**src/reader_ctl_pkg.sv**
```systemverilog
// Package with register map, reset values, timing figures and state types.
package reader_ctl_pkg;
	localparam logic [7:0] OFS_CTRL = 8'h00;
	localparam logic [7:0] OFS_STATUS = 8'h04;
	localparam logic [7:0] OFS_ADDR = 8'h08;
	localparam logic [7:0] OFS_SYMB = 8'h0C;
	localparam int CTRL_SERVICE_BIT = 0;
	localparam int CTRL_FAULT_BIT = 1;
	localparam int CTRL_COMM_ERR_BIT = 2;
	localparam int CTRL_BUS_ERR_BIT = 3;
	localparam logic [3:0] CTRL_RESET = 4'h0;
	localparam logic [15:0] SYMB_ENABLE_RESET = 16'hFFFF;
	localparam logic [7:0] I25_DIGITS_RESET = 8'h0A;
	localparam int SYMB_I25_LSB = 16;
	localparam logic [1:0] RESP_OKAY = 2'h0;
	localparam logic [1:0] RESP_SLVERR = 2'h2;
	localparam longint CLK_HZ = 100_000_000;
	localparam longint FLASH_HALF_MS = 250;
	localparam longint BLINK_MS = 100;
	localparam longint SCREEN_MS = 1000;
	localparam longint BAUD_RATE = 9600;
	localparam int UART_DATA_BITS = 8;
	localparam int UART_STOP_BITS = 1;
	localparam int FLASH_HALF_CYC = int'(FLASH_HALF_MS * CLK_HZ / 1000);
	localparam int BLINK_CYC = int'(BLINK_MS * CLK_HZ / 1000);
	localparam int SCREEN_CYC = int'(SCREEN_MS * CLK_HZ / 1000);
	localparam int BAUD_CYC = int'(CLK_HZ / BAUD_RATE);
	localparam int RANGE_STEP = 16;
	localparam int FIFO_WIDTH = 8;
	localparam int FIFO_DEPTH = 32;
	typedef enum logic [2:0] {
		PWR_INIT, PWR_STEADY, PWR_OFF_GOOD, PWR_OFF_BAD, PWR_RED_BAD
	} pwr_state_t;
	typedef enum logic [1:0] {
		SCR_STARTUP, SCR_DESIGNATION, SCR_RESULT
	} screen_t;
endpackage

```
**src/result_fifo.sv**
```systemverilog
// Synchronous FIFO for decoded result bytes.
`timescale 1ns/100ps
module result_fifo #(
	parameter int WIDTH = 8,
	parameter int DEPTH = 32
) (
	// Clock and reset
	input wire logic clk_i,
	input wire logic rst_b_i,
	// Fill side
	input wire logic in_valid_i,
	output logic in_ready_o,
	input wire logic [WIDTH-1:0] in_data_i,
	// Drain side
	output logic out_valid_o,
	input wire logic out_ready_i,
	output logic [WIDTH-1:0] out_data_o,
	// Fill level
	output logic [$clog2(DEPTH):0] count_o
);
	localparam int AW = $clog2(DEPTH);
	logic [WIDTH-1:0] mem [DEPTH];
	logic [AW-1:0] wr_q;
	logic [AW-1:0] rd_q;
	logic [AW:0] cnt_q;
	logic push;
	logic pop;

	assign in_ready_o = (cnt_q != AW'(0) + (AW+1)'(DEPTH));
	assign out_valid_o = (cnt_q != '0);
	assign out_data_o = mem[rd_q];
	assign count_o = cnt_q;
	assign push = in_valid_i && in_ready_o;
	assign pop = out_valid_o && out_ready_i;

	always_ff @(posedge clk_i) begin
		if (push) begin
			mem[wr_q] <= in_data_i;
		end
	end

	always_ff @(posedge clk_i or negedge rst_b_i) begin
		if (!rst_b_i) begin
			wr_q <= '0;
			rd_q <= '0;
			cnt_q <= '0;
		end else begin
			if (push) begin
				wr_q <= wr_q + AW'(1);
			end
			if (pop) begin
				rd_q <= rd_q + AW'(1);
			end
			cnt_q <= cnt_q + (AW+1)'(push) - (AW+1)'(pop);
		end
	end
endmodule

```
**src/reader_startup_status_trigger.sv**
```systemverilog
// Start-up, status indicator, address and read-trigger control of the reader.
`timescale 1ns/100ps
module reader_startup_status_trigger
	import reader_ctl_pkg::*;
#(
	parameter int FLASH_CYC = FLASH_HALF_CYC,
	parameter int BLINK_LEN = BLINK_CYC,
	parameter int SCREEN_LEN = SCREEN_CYC,
	parameter int BAUD_LEN = BAUD_CYC
) (
	// Clock and reset
	input wire logic clk_i,
	input wire logic rst_b_i,
	// AXI4-Lite slave
	input wire logic [7:0] s_axi_awaddr,
	input wire logic s_axi_awvalid,
	output logic s_axi_awready,
	input wire logic [31:0] s_axi_wdata,
	input wire logic [3:0] s_axi_wstrb,
	input wire logic s_axi_wvalid,
	output logic s_axi_wready,
	output logic [1:0] s_axi_bresp,
	output logic s_axi_bvalid,
	input wire logic s_axi_bready,
	input wire logic [7:0] s_axi_araddr,
	input wire logic s_axi_arvalid,
	output logic s_axi_arready,
	output logic [31:0] s_axi_rdata,
	output logic [1:0] s_axi_rresp,
	output logic s_axi_rvalid,
	input wire logic s_axi_rready,
	// Pins: switches and switching input
	input wire logic address_range_switch_i,
	input wire logic [3:0] address_low_selector_i,
	input wire logic read_trigger_i,
	// Decoder side
	input wire logic result_done_i,
	input wire logic result_good_i,
	input wire logic [7:0] result_data_i,
	input wire logic result_valid_i,
	output logic result_ready_o,
	output logic read_gate_o,
	output logic [15:0] symbology_enable_o,
	output logic [7:0] i25_digits_o,
	// Network side
	input wire logic master_ack_i,
	output logic net_register_o,
	output logic [7:0] net_data_o,
	output logic net_valid_o,
	input wire logic net_ready_i,
	output logic [4:0] net_address_o,
	// Host serial link
	output logic host_txd_o,
	// Indicators and display
	output logic power_status_led_green_o,
	output logic power_status_led_red_o,
	output logic bus_status_led_green_o,
	output logic bus_status_led_red_o,
	output logic [1:0] display_screen_o,
	output logic display_update_o
);
	function automatic logic [4:0] form_address(input logic range,
			input logic [3:0] low);
		form_address = 5'(int'(range) * RANGE_STEP + int'(low));
	endfunction

	logic [5:0] pin_s1_q;
	logic [5:0] pin_s2_q;
	logic [1:0] boot_q;
	logic [4:0] addr_q;
	logic [3:0] ctrl_q;
	logic [15:0] symb_q;
	logic [7:0] i25_q;
	logic [31:0] flash_cnt_q;
	logic flash_q;
	logic [31:0] scr_cnt_q;
	screen_t screen_q;
	pwr_state_t pwr_q;
	logic [31:0] blink_cnt_q;
	logic registered_q;
	logic upd_q;
	logic aw_q;
	logic w_q;
	logic [7:0] awaddr_q;
	logic [31:0] wdata_q;
	logic [3:0] wstrb_q;
	logic bvalid_q;
	logic [1:0] bresp_q;
	logic rvalid_q;
	logic [31:0] rdata_q;
	logic [1:0] rresp_q;
	logic net_mode;
	logic ready;
	logic trig_s;
	logic fifo_valid;
	logic fifo_pop;
	logic [7:0] fifo_data;
	logic [5:0] fifo_cnt;
	logic net_valid_q;
	logic [7:0] net_data_q;
	logic [9:0] tx_sh_q;
	logic [3:0] tx_bits_q;
	logic [31:0] baud_q;
	logic wr_fire;

	// Pin inputs pass two flip-flops before use.
	always_ff @(posedge clk_i or negedge rst_b_i) begin
		if (!rst_b_i) begin
			pin_s1_q <= '0;
			pin_s2_q <= '0;
		end else begin
			pin_s1_q <= {read_trigger_i, address_range_switch_i,
				address_low_selector_i};
			pin_s2_q <= pin_s1_q;
		end
	end
	assign trig_s = pin_s2_q[5];

	// The switches are read once, after the synchroniser has filled.
	always_ff @(posedge clk_i or negedge rst_b_i) begin
		if (!rst_b_i) begin
			boot_q <= '0;
			addr_q <= '0;
		end else if (boot_q != 2'h3) begin
			boot_q <= boot_q + 2'h1;
			if (boot_q == 2'h2) begin
				addr_q <= form_address(pin_s2_q[4], pin_s2_q[3:0]);
			end
		end
	end
	assign net_mode = (addr_q != 5'h00);
	assign net_address_o = addr_q;
	assign net_register_o = net_mode && (boot_q == 2'h3) && !registered_q
		&& !ctrl_q[CTRL_BUS_ERR_BIT];

	always_ff @(posedge clk_i or negedge rst_b_i) begin
		if (!rst_b_i) begin
			registered_q <= 1'b0;
		end else if (net_register_o && master_ack_i) begin
			registered_q <= 1'b1;
		end
	end

	// Start-up screen sequence; the reader is usable only on the result screen.
	always_ff @(posedge clk_i or negedge rst_b_i) begin
		if (!rst_b_i) begin
			screen_q <= SCR_STARTUP;
			scr_cnt_q <= '0;
		end else if (screen_q != SCR_RESULT) begin
			if (scr_cnt_q == 32'(SCREEN_LEN - 1)) begin
				scr_cnt_q <= '0;
				screen_q <= (screen_q == SCR_STARTUP) ? SCR_DESIGNATION
					: SCR_RESULT;
			end else begin
				scr_cnt_q <= scr_cnt_q + 32'h1;
			end
		end
	end
	assign display_screen_o = screen_q;
	assign ready = (screen_q == SCR_RESULT) && !ctrl_q[CTRL_FAULT_BIT]
		&& (!net_mode || registered_q);
	assign read_gate_o = ready && trig_s;

	always_ff @(posedge clk_i or negedge rst_b_i) begin
		if (!rst_b_i) begin
			flash_cnt_q <= '0;
			flash_q <= 1'b0;
		end else if (flash_cnt_q == 32'(FLASH_CYC - 1)) begin
			flash_cnt_q <= '0;
			flash_q <= !flash_q;
		end else begin
			flash_cnt_q <= flash_cnt_q + 32'h1;
		end
	end

	// Power indicator sequence after each reading attempt.
	always_ff @(posedge clk_i or negedge rst_b_i) begin
		if (!rst_b_i) begin
			pwr_q <= PWR_INIT;
			blink_cnt_q <= '0;
			upd_q <= 1'b0;
		end else begin
			upd_q <= 1'b0;
			case (pwr_q)
			PWR_INIT: begin
				if (screen_q == SCR_RESULT) begin
					pwr_q <= PWR_STEADY;
				end
			end
			PWR_STEADY: begin
				blink_cnt_q <= '0;
				if (result_done_i) begin
					pwr_q <= result_good_i ? PWR_OFF_GOOD : PWR_OFF_BAD;
					upd_q <= result_good_i;
				end
			end
			PWR_OFF_GOOD, PWR_OFF_BAD, PWR_RED_BAD: begin
				if (blink_cnt_q == 32'(BLINK_LEN - 1)) begin
					blink_cnt_q <= '0;
					pwr_q <= (pwr_q == PWR_OFF_BAD) ? PWR_RED_BAD
						: PWR_STEADY;
				end else begin
					blink_cnt_q <= blink_cnt_q + 32'h1;
				end
			end
			default: begin
				pwr_q <= PWR_INIT;
			end
			endcase
		end
	end
	assign display_update_o = upd_q;

	// Fault outranks service mode, which outranks the normal sequence.
	always_comb begin
		power_status_led_green_o = 1'b0;
		power_status_led_red_o = 1'b0;
		if (ctrl_q[CTRL_FAULT_BIT]) begin
			power_status_led_red_o = 1'b1;
		end else if (ctrl_q[CTRL_SERVICE_BIT]) begin
			power_status_led_green_o = 1'b1;
			power_status_led_red_o = 1'b1;
		end else begin
			case (pwr_q)
			PWR_INIT: power_status_led_green_o = flash_q;
			PWR_STEADY: power_status_led_green_o = 1'b1;
			PWR_RED_BAD: power_status_led_red_o = 1'b1;
			default: power_status_led_green_o = 1'b0;
			endcase
		end
	end

	always_comb begin
		bus_status_led_green_o = 1'b0;
		bus_status_led_red_o = 1'b0;
		if (net_mode) begin
			if (ctrl_q[CTRL_BUS_ERR_BIT]) begin
				bus_status_led_red_o = 1'b1;
			end else if (ctrl_q[CTRL_COMM_ERR_BIT]) begin
				bus_status_led_red_o = flash_q;
			end else if (registered_q) begin
				bus_status_led_green_o = 1'b1;
			end else begin
				bus_status_led_green_o = flash_q;
			end
		end
	end

	result_fifo #(
		.WIDTH(FIFO_WIDTH),
		.DEPTH(FIFO_DEPTH)
	) u_fifo (
		.clk_i(clk_i),
		.rst_b_i(rst_b_i),
		.in_valid_i(result_valid_i),
		.in_ready_o(result_ready_o),
		.in_data_i(result_data_i),
		.out_valid_o(fifo_valid),
		.out_ready_i(fifo_pop),
		.out_data_o(fifo_data),
		.count_o(fifo_cnt)
	);

	// The drain stalls while the serial shifter or the network stage is busy.
	assign fifo_pop = fifo_valid && (net_mode ? (!net_valid_q || net_ready_i)
		: (tx_bits_q == 4'h0));

	always_ff @(posedge clk_i or negedge rst_b_i) begin
		if (!rst_b_i) begin
			net_valid_q <= 1'b0;
			net_data_q <= '0;
		end else if (net_mode && fifo_pop) begin
			net_valid_q <= 1'b1;
			net_data_q <= fifo_data;
		end else if (net_ready_i) begin
			net_valid_q <= 1'b0;
		end
	end
	assign net_valid_o = net_valid_q;
	assign net_data_o = net_data_q;

	// Serial frame: start bit, eight data bits LSB first, no parity, stop.
	always_ff @(posedge clk_i or negedge rst_b_i) begin
		if (!rst_b_i) begin
			tx_sh_q <= 10'h3FF;
			tx_bits_q <= '0;
			baud_q <= '0;
		end else if (!net_mode && fifo_pop) begin
			tx_sh_q <= {1'b1, fifo_data, 1'b0};
			tx_bits_q <= 4'(1 + UART_DATA_BITS + UART_STOP_BITS);
			baud_q <= '0;
		end else if (tx_bits_q != 4'h0) begin
			if (baud_q == 32'(BAUD_LEN - 1)) begin
				baud_q <= '0;
				tx_sh_q <= {1'b1, tx_sh_q[9:1]};
				tx_bits_q <= tx_bits_q - 4'h1;
			end else begin
				baud_q <= baud_q + 32'h1;
			end
		end
	end
	assign host_txd_o = tx_sh_q[0];

	// AXI4-Lite write path: address and data taken in either order.
	assign s_axi_awready = !aw_q && !bvalid_q;
	assign s_axi_wready = !w_q && !bvalid_q;
	assign wr_fire = aw_q && w_q && !bvalid_q;

	always_ff @(posedge clk_i or negedge rst_b_i) begin
		if (!rst_b_i) begin
			aw_q <= 1'b0;
			w_q <= 1'b0;
			awaddr_q <= '0;
			wdata_q <= '0;
			wstrb_q <= '0;
			bvalid_q <= 1'b0;
			bresp_q <= RESP_OKAY;
		end else begin
			if (s_axi_awvalid && s_axi_awready) begin
				aw_q <= 1'b1;
				awaddr_q <= s_axi_awaddr;
			end
			if (s_axi_wvalid && s_axi_wready) begin
				w_q <= 1'b1;
				wdata_q <= s_axi_wdata;
				wstrb_q <= s_axi_wstrb;
			end
			if (wr_fire) begin
				aw_q <= 1'b0;
				w_q <= 1'b0;
				bvalid_q <= 1'b1;
				bresp_q <= (awaddr_q == OFS_CTRL || awaddr_q == OFS_SYMB)
					? RESP_OKAY : RESP_SLVERR;
			end else if (s_axi_bready) begin
				bvalid_q <= 1'b0;
			end
		end
	end
	assign s_axi_bvalid = bvalid_q;
	assign s_axi_bresp = bresp_q;

	always_ff @(posedge clk_i or negedge rst_b_i) begin
		if (!rst_b_i) begin
			ctrl_q <= CTRL_RESET;
			symb_q <= SYMB_ENABLE_RESET;
			i25_q <= I25_DIGITS_RESET;
		end else if (wr_fire) begin
			if (awaddr_q == OFS_CTRL && wstrb_q[0]) begin
				ctrl_q <= wdata_q[3:0];
			end
			if (awaddr_q == OFS_SYMB) begin
				if (wstrb_q[0]) symb_q[7:0] <= wdata_q[7:0];
				if (wstrb_q[1]) symb_q[15:8] <= wdata_q[15:8];
				if (wstrb_q[2]) i25_q <= wdata_q[23:16];
			end
		end
	end
	assign symbology_enable_o = symb_q;
	assign i25_digits_o = i25_q;

	// AXI4-Lite read path: one cycle from address to data.
	assign s_axi_arready = !rvalid_q;

	always_ff @(posedge clk_i or negedge rst_b_i) begin
		if (!rst_b_i) begin
			rvalid_q <= 1'b0;
			rdata_q <= '0;
			rresp_q <= RESP_OKAY;
		end else if (s_axi_arvalid && s_axi_arready) begin
			rvalid_q <= 1'b1;
			rresp_q <= RESP_OKAY;
			case (s_axi_araddr)
			OFS_CTRL: rdata_q <= {28'h0, ctrl_q};
			OFS_STATUS: rdata_q <= {17'h0, fifo_cnt, read_gate_o, pwr_q,
				screen_q, registered_q, net_mode, ready};
			OFS_ADDR: rdata_q <= {27'h0, addr_q};
			OFS_SYMB: rdata_q <= {8'h0, i25_q, symb_q};
			default: begin
				rdata_q <= '0;
				rresp_q <= RESP_SLVERR;
			end
			endcase
		end else if (s_axi_rready) begin
			rvalid_q <= 1'b0;
		end
	end
	assign s_axi_rvalid = rvalid_q;
	assign s_axi_rdata = rdata_q;
	assign s_axi_rresp = rresp_q;
endmodule

```
**config.mk**
```make
export PLATFORM = sky130hd
export DESIGN_NAME = reader_startup_status_trigger
export DESIGN_NICKNAME = d
export VERILOG_FILES = /design/src/reader_ctl_pkg.sv /design/src/result_fifo.sv /design/src/reader_startup_status_trigger.sv
export SDC_FILE = /design/constraint.sdc
export NUM_CORES = 1
export LEC_CHECK = 0
export BUFFER_PORTS_ARGS = -buffer_cell sky130_fd_sc_hd__buf_2
export CORE_ASPECT_RATIO = 0.5
export CORE_MARGIN = 1.5
export CORE_UTILIZATION = 60
export DETAILED_ROUTE_END_ITERATION = 10
export PLACE_DENSITY = 0.84
export REMOVE_ABC_BUFFERS = 1
export SKIP_LAST_GASP = 1
export SYNTH_ARGS = -nofsm -noshare
export SYNTH_HDL_FRONTEND = slang
export SYNTH_SLANG_ARGS = --single-unit
```
**constraint.sdc**
```tcl
create_clock -name clk_i -period 3.9 [get_ports clk_i]
set_clock_uncertainty 0.1 [all_clocks]
set_input_delay 0.585 -clock clk_i [delete_from_list [all_inputs] [get_ports clk_i]]
set_output_delay 0.585 -clock clk_i [all_outputs]
set_load 0.03 [all_outputs]
```
==> impl.org <==
** Run status
- The flow ran to the end, and the final reports show no timing, DRC or antenna violations.

** Floorplan
- The die covers 0.04058 mm².
- I/O pin count :: ~170
- The die is 283.4 µm wide.
- Starting Density :: 0.6079
- The floorplan has around 50 rows.
- Core footprint :: 0.03880 mm²
- Die span in y :: 143.2 µm

** Power and ir drop
- Of the total power, the share spent switching nets is 0.2962.
- Power spread over the standard cell area amounts to 571.1 mW/mm².
- Summed over all cells, the static leakage comes to roughly 10 nW.
- Maximum VDD drop :: about 0.32 mV
- Cell internal power dissipation :: ~11 mW
- Proportion of power drawn by the clock network :: 0.307
- Net switching power :: ~4.5 mW
- Flop pwr share :: 0.474
- Combinational group share of total power :: 0.220
- Tot Pwr :: ~15 mW

** Layout
- In the layout the commonest cells are 257 x dfrtp_1, 256 x edfxtp_1, 147 x buf_2, 146 x nand2_1, 124 x nor2_1.
- Sequential cell area in the final layout :: 0.01488 mm²
- Layout area overhead :: 12.23%
- After the last flow step, the layout net total stands at ~2k.
- Layout filler cell count :: about 2.6k
- Summing all multi-input logic gate instances after layout gives around 0.008 mm².
- The library cell used most frequently in the layout, excluding fill and tap cells, is dfrtp_1.
- Non-filler instance count after layout :: approximately 2.5k
- Layout cell share with drive strength beyond 1 :: 0.2167

** Synth
- edfxtp_1 takes more of the synthesized area than any other cell.
- Netlist area before placement :: 0.02359 mm²
- Instance count of the mapped netlist :: approximately 1.8k
- The share of the Yosys chip area taken by registers is 0.6308.
- Dominant register cell in the synthesized netlist :: dfrtp_1
- Mean instance size in the synthesized netlist :: about 13 µm²
- In this run, synthesis inferred 256 flip-flops with an integrated enable.
- Top cells by area in the synthesized netlist :: edfxtp_1 33%, dfrtp_1 27%, mux4_2 4.7%, mux2_2 3.7%, dfstp_2 3.0%
- Number of flip-flops and latches in the synthesized netlist :: approximately 540
- Total number of yosys warnings :: 0
- Share of synthesized flip-flops with an asynchronous set or reset :: 0.5277
- The share of synthesized area in the top cell type comes to 0.3259.
- Number of distinct standard cells referenced by the synthesized netlist :: 75

** Flow run
- Max Cap Viol :: 0

** Timing
- Min setup slack post-route :: 0.5956 ns
- Setup repair after global routing missed its margin :: false
- Relative max-transition margin :: 0.2271
- Period Utilization, post-route :: 0.8473
- The final max-slew violation count is 0.
- The routed design could run at a clock period as short as about 3.3 ns.
- Setup violations remaining at the end of the flow were counted as 0.
- Maximum operating frequency :: between 300 and 400 MHz
- Final Hold Viols :: 0
- Transition at the pin with the smallest max-transition slack :: between 1 and 1.5 ns

** Global route
- Across every metal layer, demand over resource in global routing totals 0.2608.
- Global-route wire length before repair :: 83160 µm
- Total overflow reported by the global router :: 0
- Number of global-route vias before repair :: ~15k
- Pin count of the biggest net entering global routing :: 98
- The number of antenna violations at the first check in global routing is 3.

** Setup path
- In this run the critical register-to-register path is captured at u_fifo.count_o[4].
- Category of the worst setup path capture point :: register
- The number of cells on the worst reg-to-reg path is 15.
- In this run the worst path has a maximum fanout of 6.
- Capture point of the worst path :: u_fifo.count_o[4]
- Register-to-register path setup slack :: around 0.60 ns
- Data arrives at the worst endpoint at approximately 3.7 ns.
- The startpoint identified for the worst register-to-register timing path is u_fifo.count_o[2].
- Tracing the worst setup path back leads to its startpoint at u_fifo.count_o[2].
- Category of the most critical setup path :: reg2reg
- Worst setup SP type :: register
- Critical path required time :: 4.26 ns

** Routing
- The detailed router placed 15.63k vias in this run.
- After detailed routing, the number of vias per cell comes to between 6 and 7.
- After detailed routing, the number of remaining DRC violations is 0.
- DRC marker count from the first detailed-route iteration :: ~1.6k
- The first TritonRoute pass finished after 5 iterations.
- Wl on met1 :: 21300 µm
- Highest routing layer actually used :: met4
- Met2 Routed Length :: roughly 27000 µm
- The routed design uses 3344 µm of met3 wire.
- In the final routed layout, each cell accounts on average for about 21 µm.
- Summed over all layers, the routed wires come to roughly 53000 µm.
- The count of nets left with antenna violations once routing finished came out at 0.

** Clocking
- Clock-pin slew was measured on the worst setup and hold paths at around 0.070 ns.
- Buffers inserted to repair hold after CTS numbered 1.
- For this design, the sink count on the clock tree is between 500 and 600.
- TritonCTS built the clock tree.
- Post-CTS timing repair inserted 0 buffers for setup.
- H-Tree Depth :: 2
- The clock passes through at most 3 buffers.
- The later pin in the worst-skew pair is clocked with a latency of 0.57 ns.
- The number of gates resized after CTS was 0.
- The tree is rooted in a clkbuf_16.
- In this run, CTS created clock tree buffers numbering between 40 and 50.

** Placed design
- Placed insts :: 2428
- Detailed placer's ending HPWL :: 34000 µm
- Timing analysis after detailed placement gives a worst setup slack of just under 0.7 ns.
- Final Wtd Congestion :: 0.8505
- PortBufs :: about 150

** Hold path
- The worst hold path belongs to the class in2reg.
[state kept, by name, summed over array words and instances, names as in the netlist, 9 cells and up]
name	flops
wdata_q	24
symbology_enable_o	16
baud_q	32
s_axi_rdata	24
blink_cnt_q	32
tx_sh_q	9
scr_cnt_q	32
u_fifo.mem	256
flash_cnt_q	32
[cell families after synthesis]
logic type,after synthesis,share of synthesized area
AO/OA/AOI/OAI,248,0.06944
XOR/XNOR,87,0.03231
adder cells (fa/ha/maj),23,0.01241
buffers and inverters,136,0.02456
flip-flops,542,0.6308
multiplexers,162,0.09888
other,1,0.0001590
AND/OR/NAND/NOR,600,0.1315
[worst min path at each step]
stage                         startpoint          end  slack (ns)  cells past startpoint
3_5_place_dp                 pin_s1_q[2]  pin_s2_q[2]        0.24                      0
2_1_floorplan                    rst_b_i         aw_q        0.19                      0
6_report          address_range_switch_i  pin_s1_q[4]        0.02                      1
5_1_grt        address_low_selector_i[3]  pin_s1_q[3]        0.01                      1
4_1_cts        address_low_selector_i[3]  pin_s1_q[3]       0.005                      1
3_3_place_gp                 pin_s1_q[2]  pin_s2_q[2]        0.24                      0
[power groups by stage]
stage / Combinational, mW / Sequential, mW / Clock, mW
after floorplan: 2.04 / 7.36 / 0
after global placement: 3.18 / 7.22 / 0
after detailed placement: 3.29 / 7.26 / 0
after CTS: 3.32 / 7.15 / 4.69
after global routing: 3.57 / 7.22 / 4.91
final: 3.32 / 7.16 / 4.64
[critical path, cell delays in order (launching register included)]
cell      delay (ns)
dfrtp_1         0.41
inv_1           0.11
ha_1            0.20
nor4bb_1        0.71
a211oi_1        0.12
buf_4           0.21
ha_1            0.27
inv_1           0.05
ha_1            0.15
inv_1           0.06
fa_1            0.41
inv_1           0.07
a21oi_1         0.06
nor2_1          0.09
nor2_1          0.06
xnor2_1         0.12
[metrics by stage]
stage                       util  setup TNS, ns  hold slack, ns  instance area [µm²]
after floorplan                -         -6.901          0.1894                23190
after global placement    0.6430              0          0.2350                24950
after detailed placement  0.6430              0          0.2355                24950
after CTS                 0.6820              0        0.005213                26460
after global routing      0.6821              0         0.01020                26470
final                     0.6823              0         0.01890                26470
[layer usage]
| layer | track usage | vias to the layer above |
|---|---|---|
| met5 | 0 | - |
| met2 | 0.4427 | 602 |
| met3 | 0.04249 | 104 |
| met1 | 0.3499 | 7883 |
| met4 | 0.08275 | 0 |
| li1 | - | 7042 |
[final cells by class]
cell class              instances  share of cell area
flip-flops and latches        542              0.5623
inverters                      41            0.005814
clock buffers                  66             0.05015
clock inverters                19            0.006570
diodes                          5           0.0004727
repair buffers                186             0.04018
multi-input cells            1130              0.3095
well taps                     530             0.02505
[Yosys cell counts, types with 7 or more instances]
library cell    n
o22a_1          7
nand2_1       146
and3_1         25
mux2_2         78
nor3_1         30
buf_2          13
inv_1          41
nand3_1        76
ha_1           21
o21ai_0        66
a22o_1          9
edfxtp_1      256
nor4_1         37
clkbuf_1       62
or3_1           7
nor4b_1         7
o31ai_1         7
mux4_2         49
xor2_1         30
buf_4          14
a21o_1         14
xnor2_1        57
dfrtp_1       259
dfstp_2        27
o22ai_1         9
nor2_1        124
and4_1         21
and2_1         13
a31oi_1        46
a22oi_1        17
nor2b_1        11
mux2i_1        35
a21oi_1        25
nand4_1        54
nor3b_1        11
(Power assumes the default switching activity.)
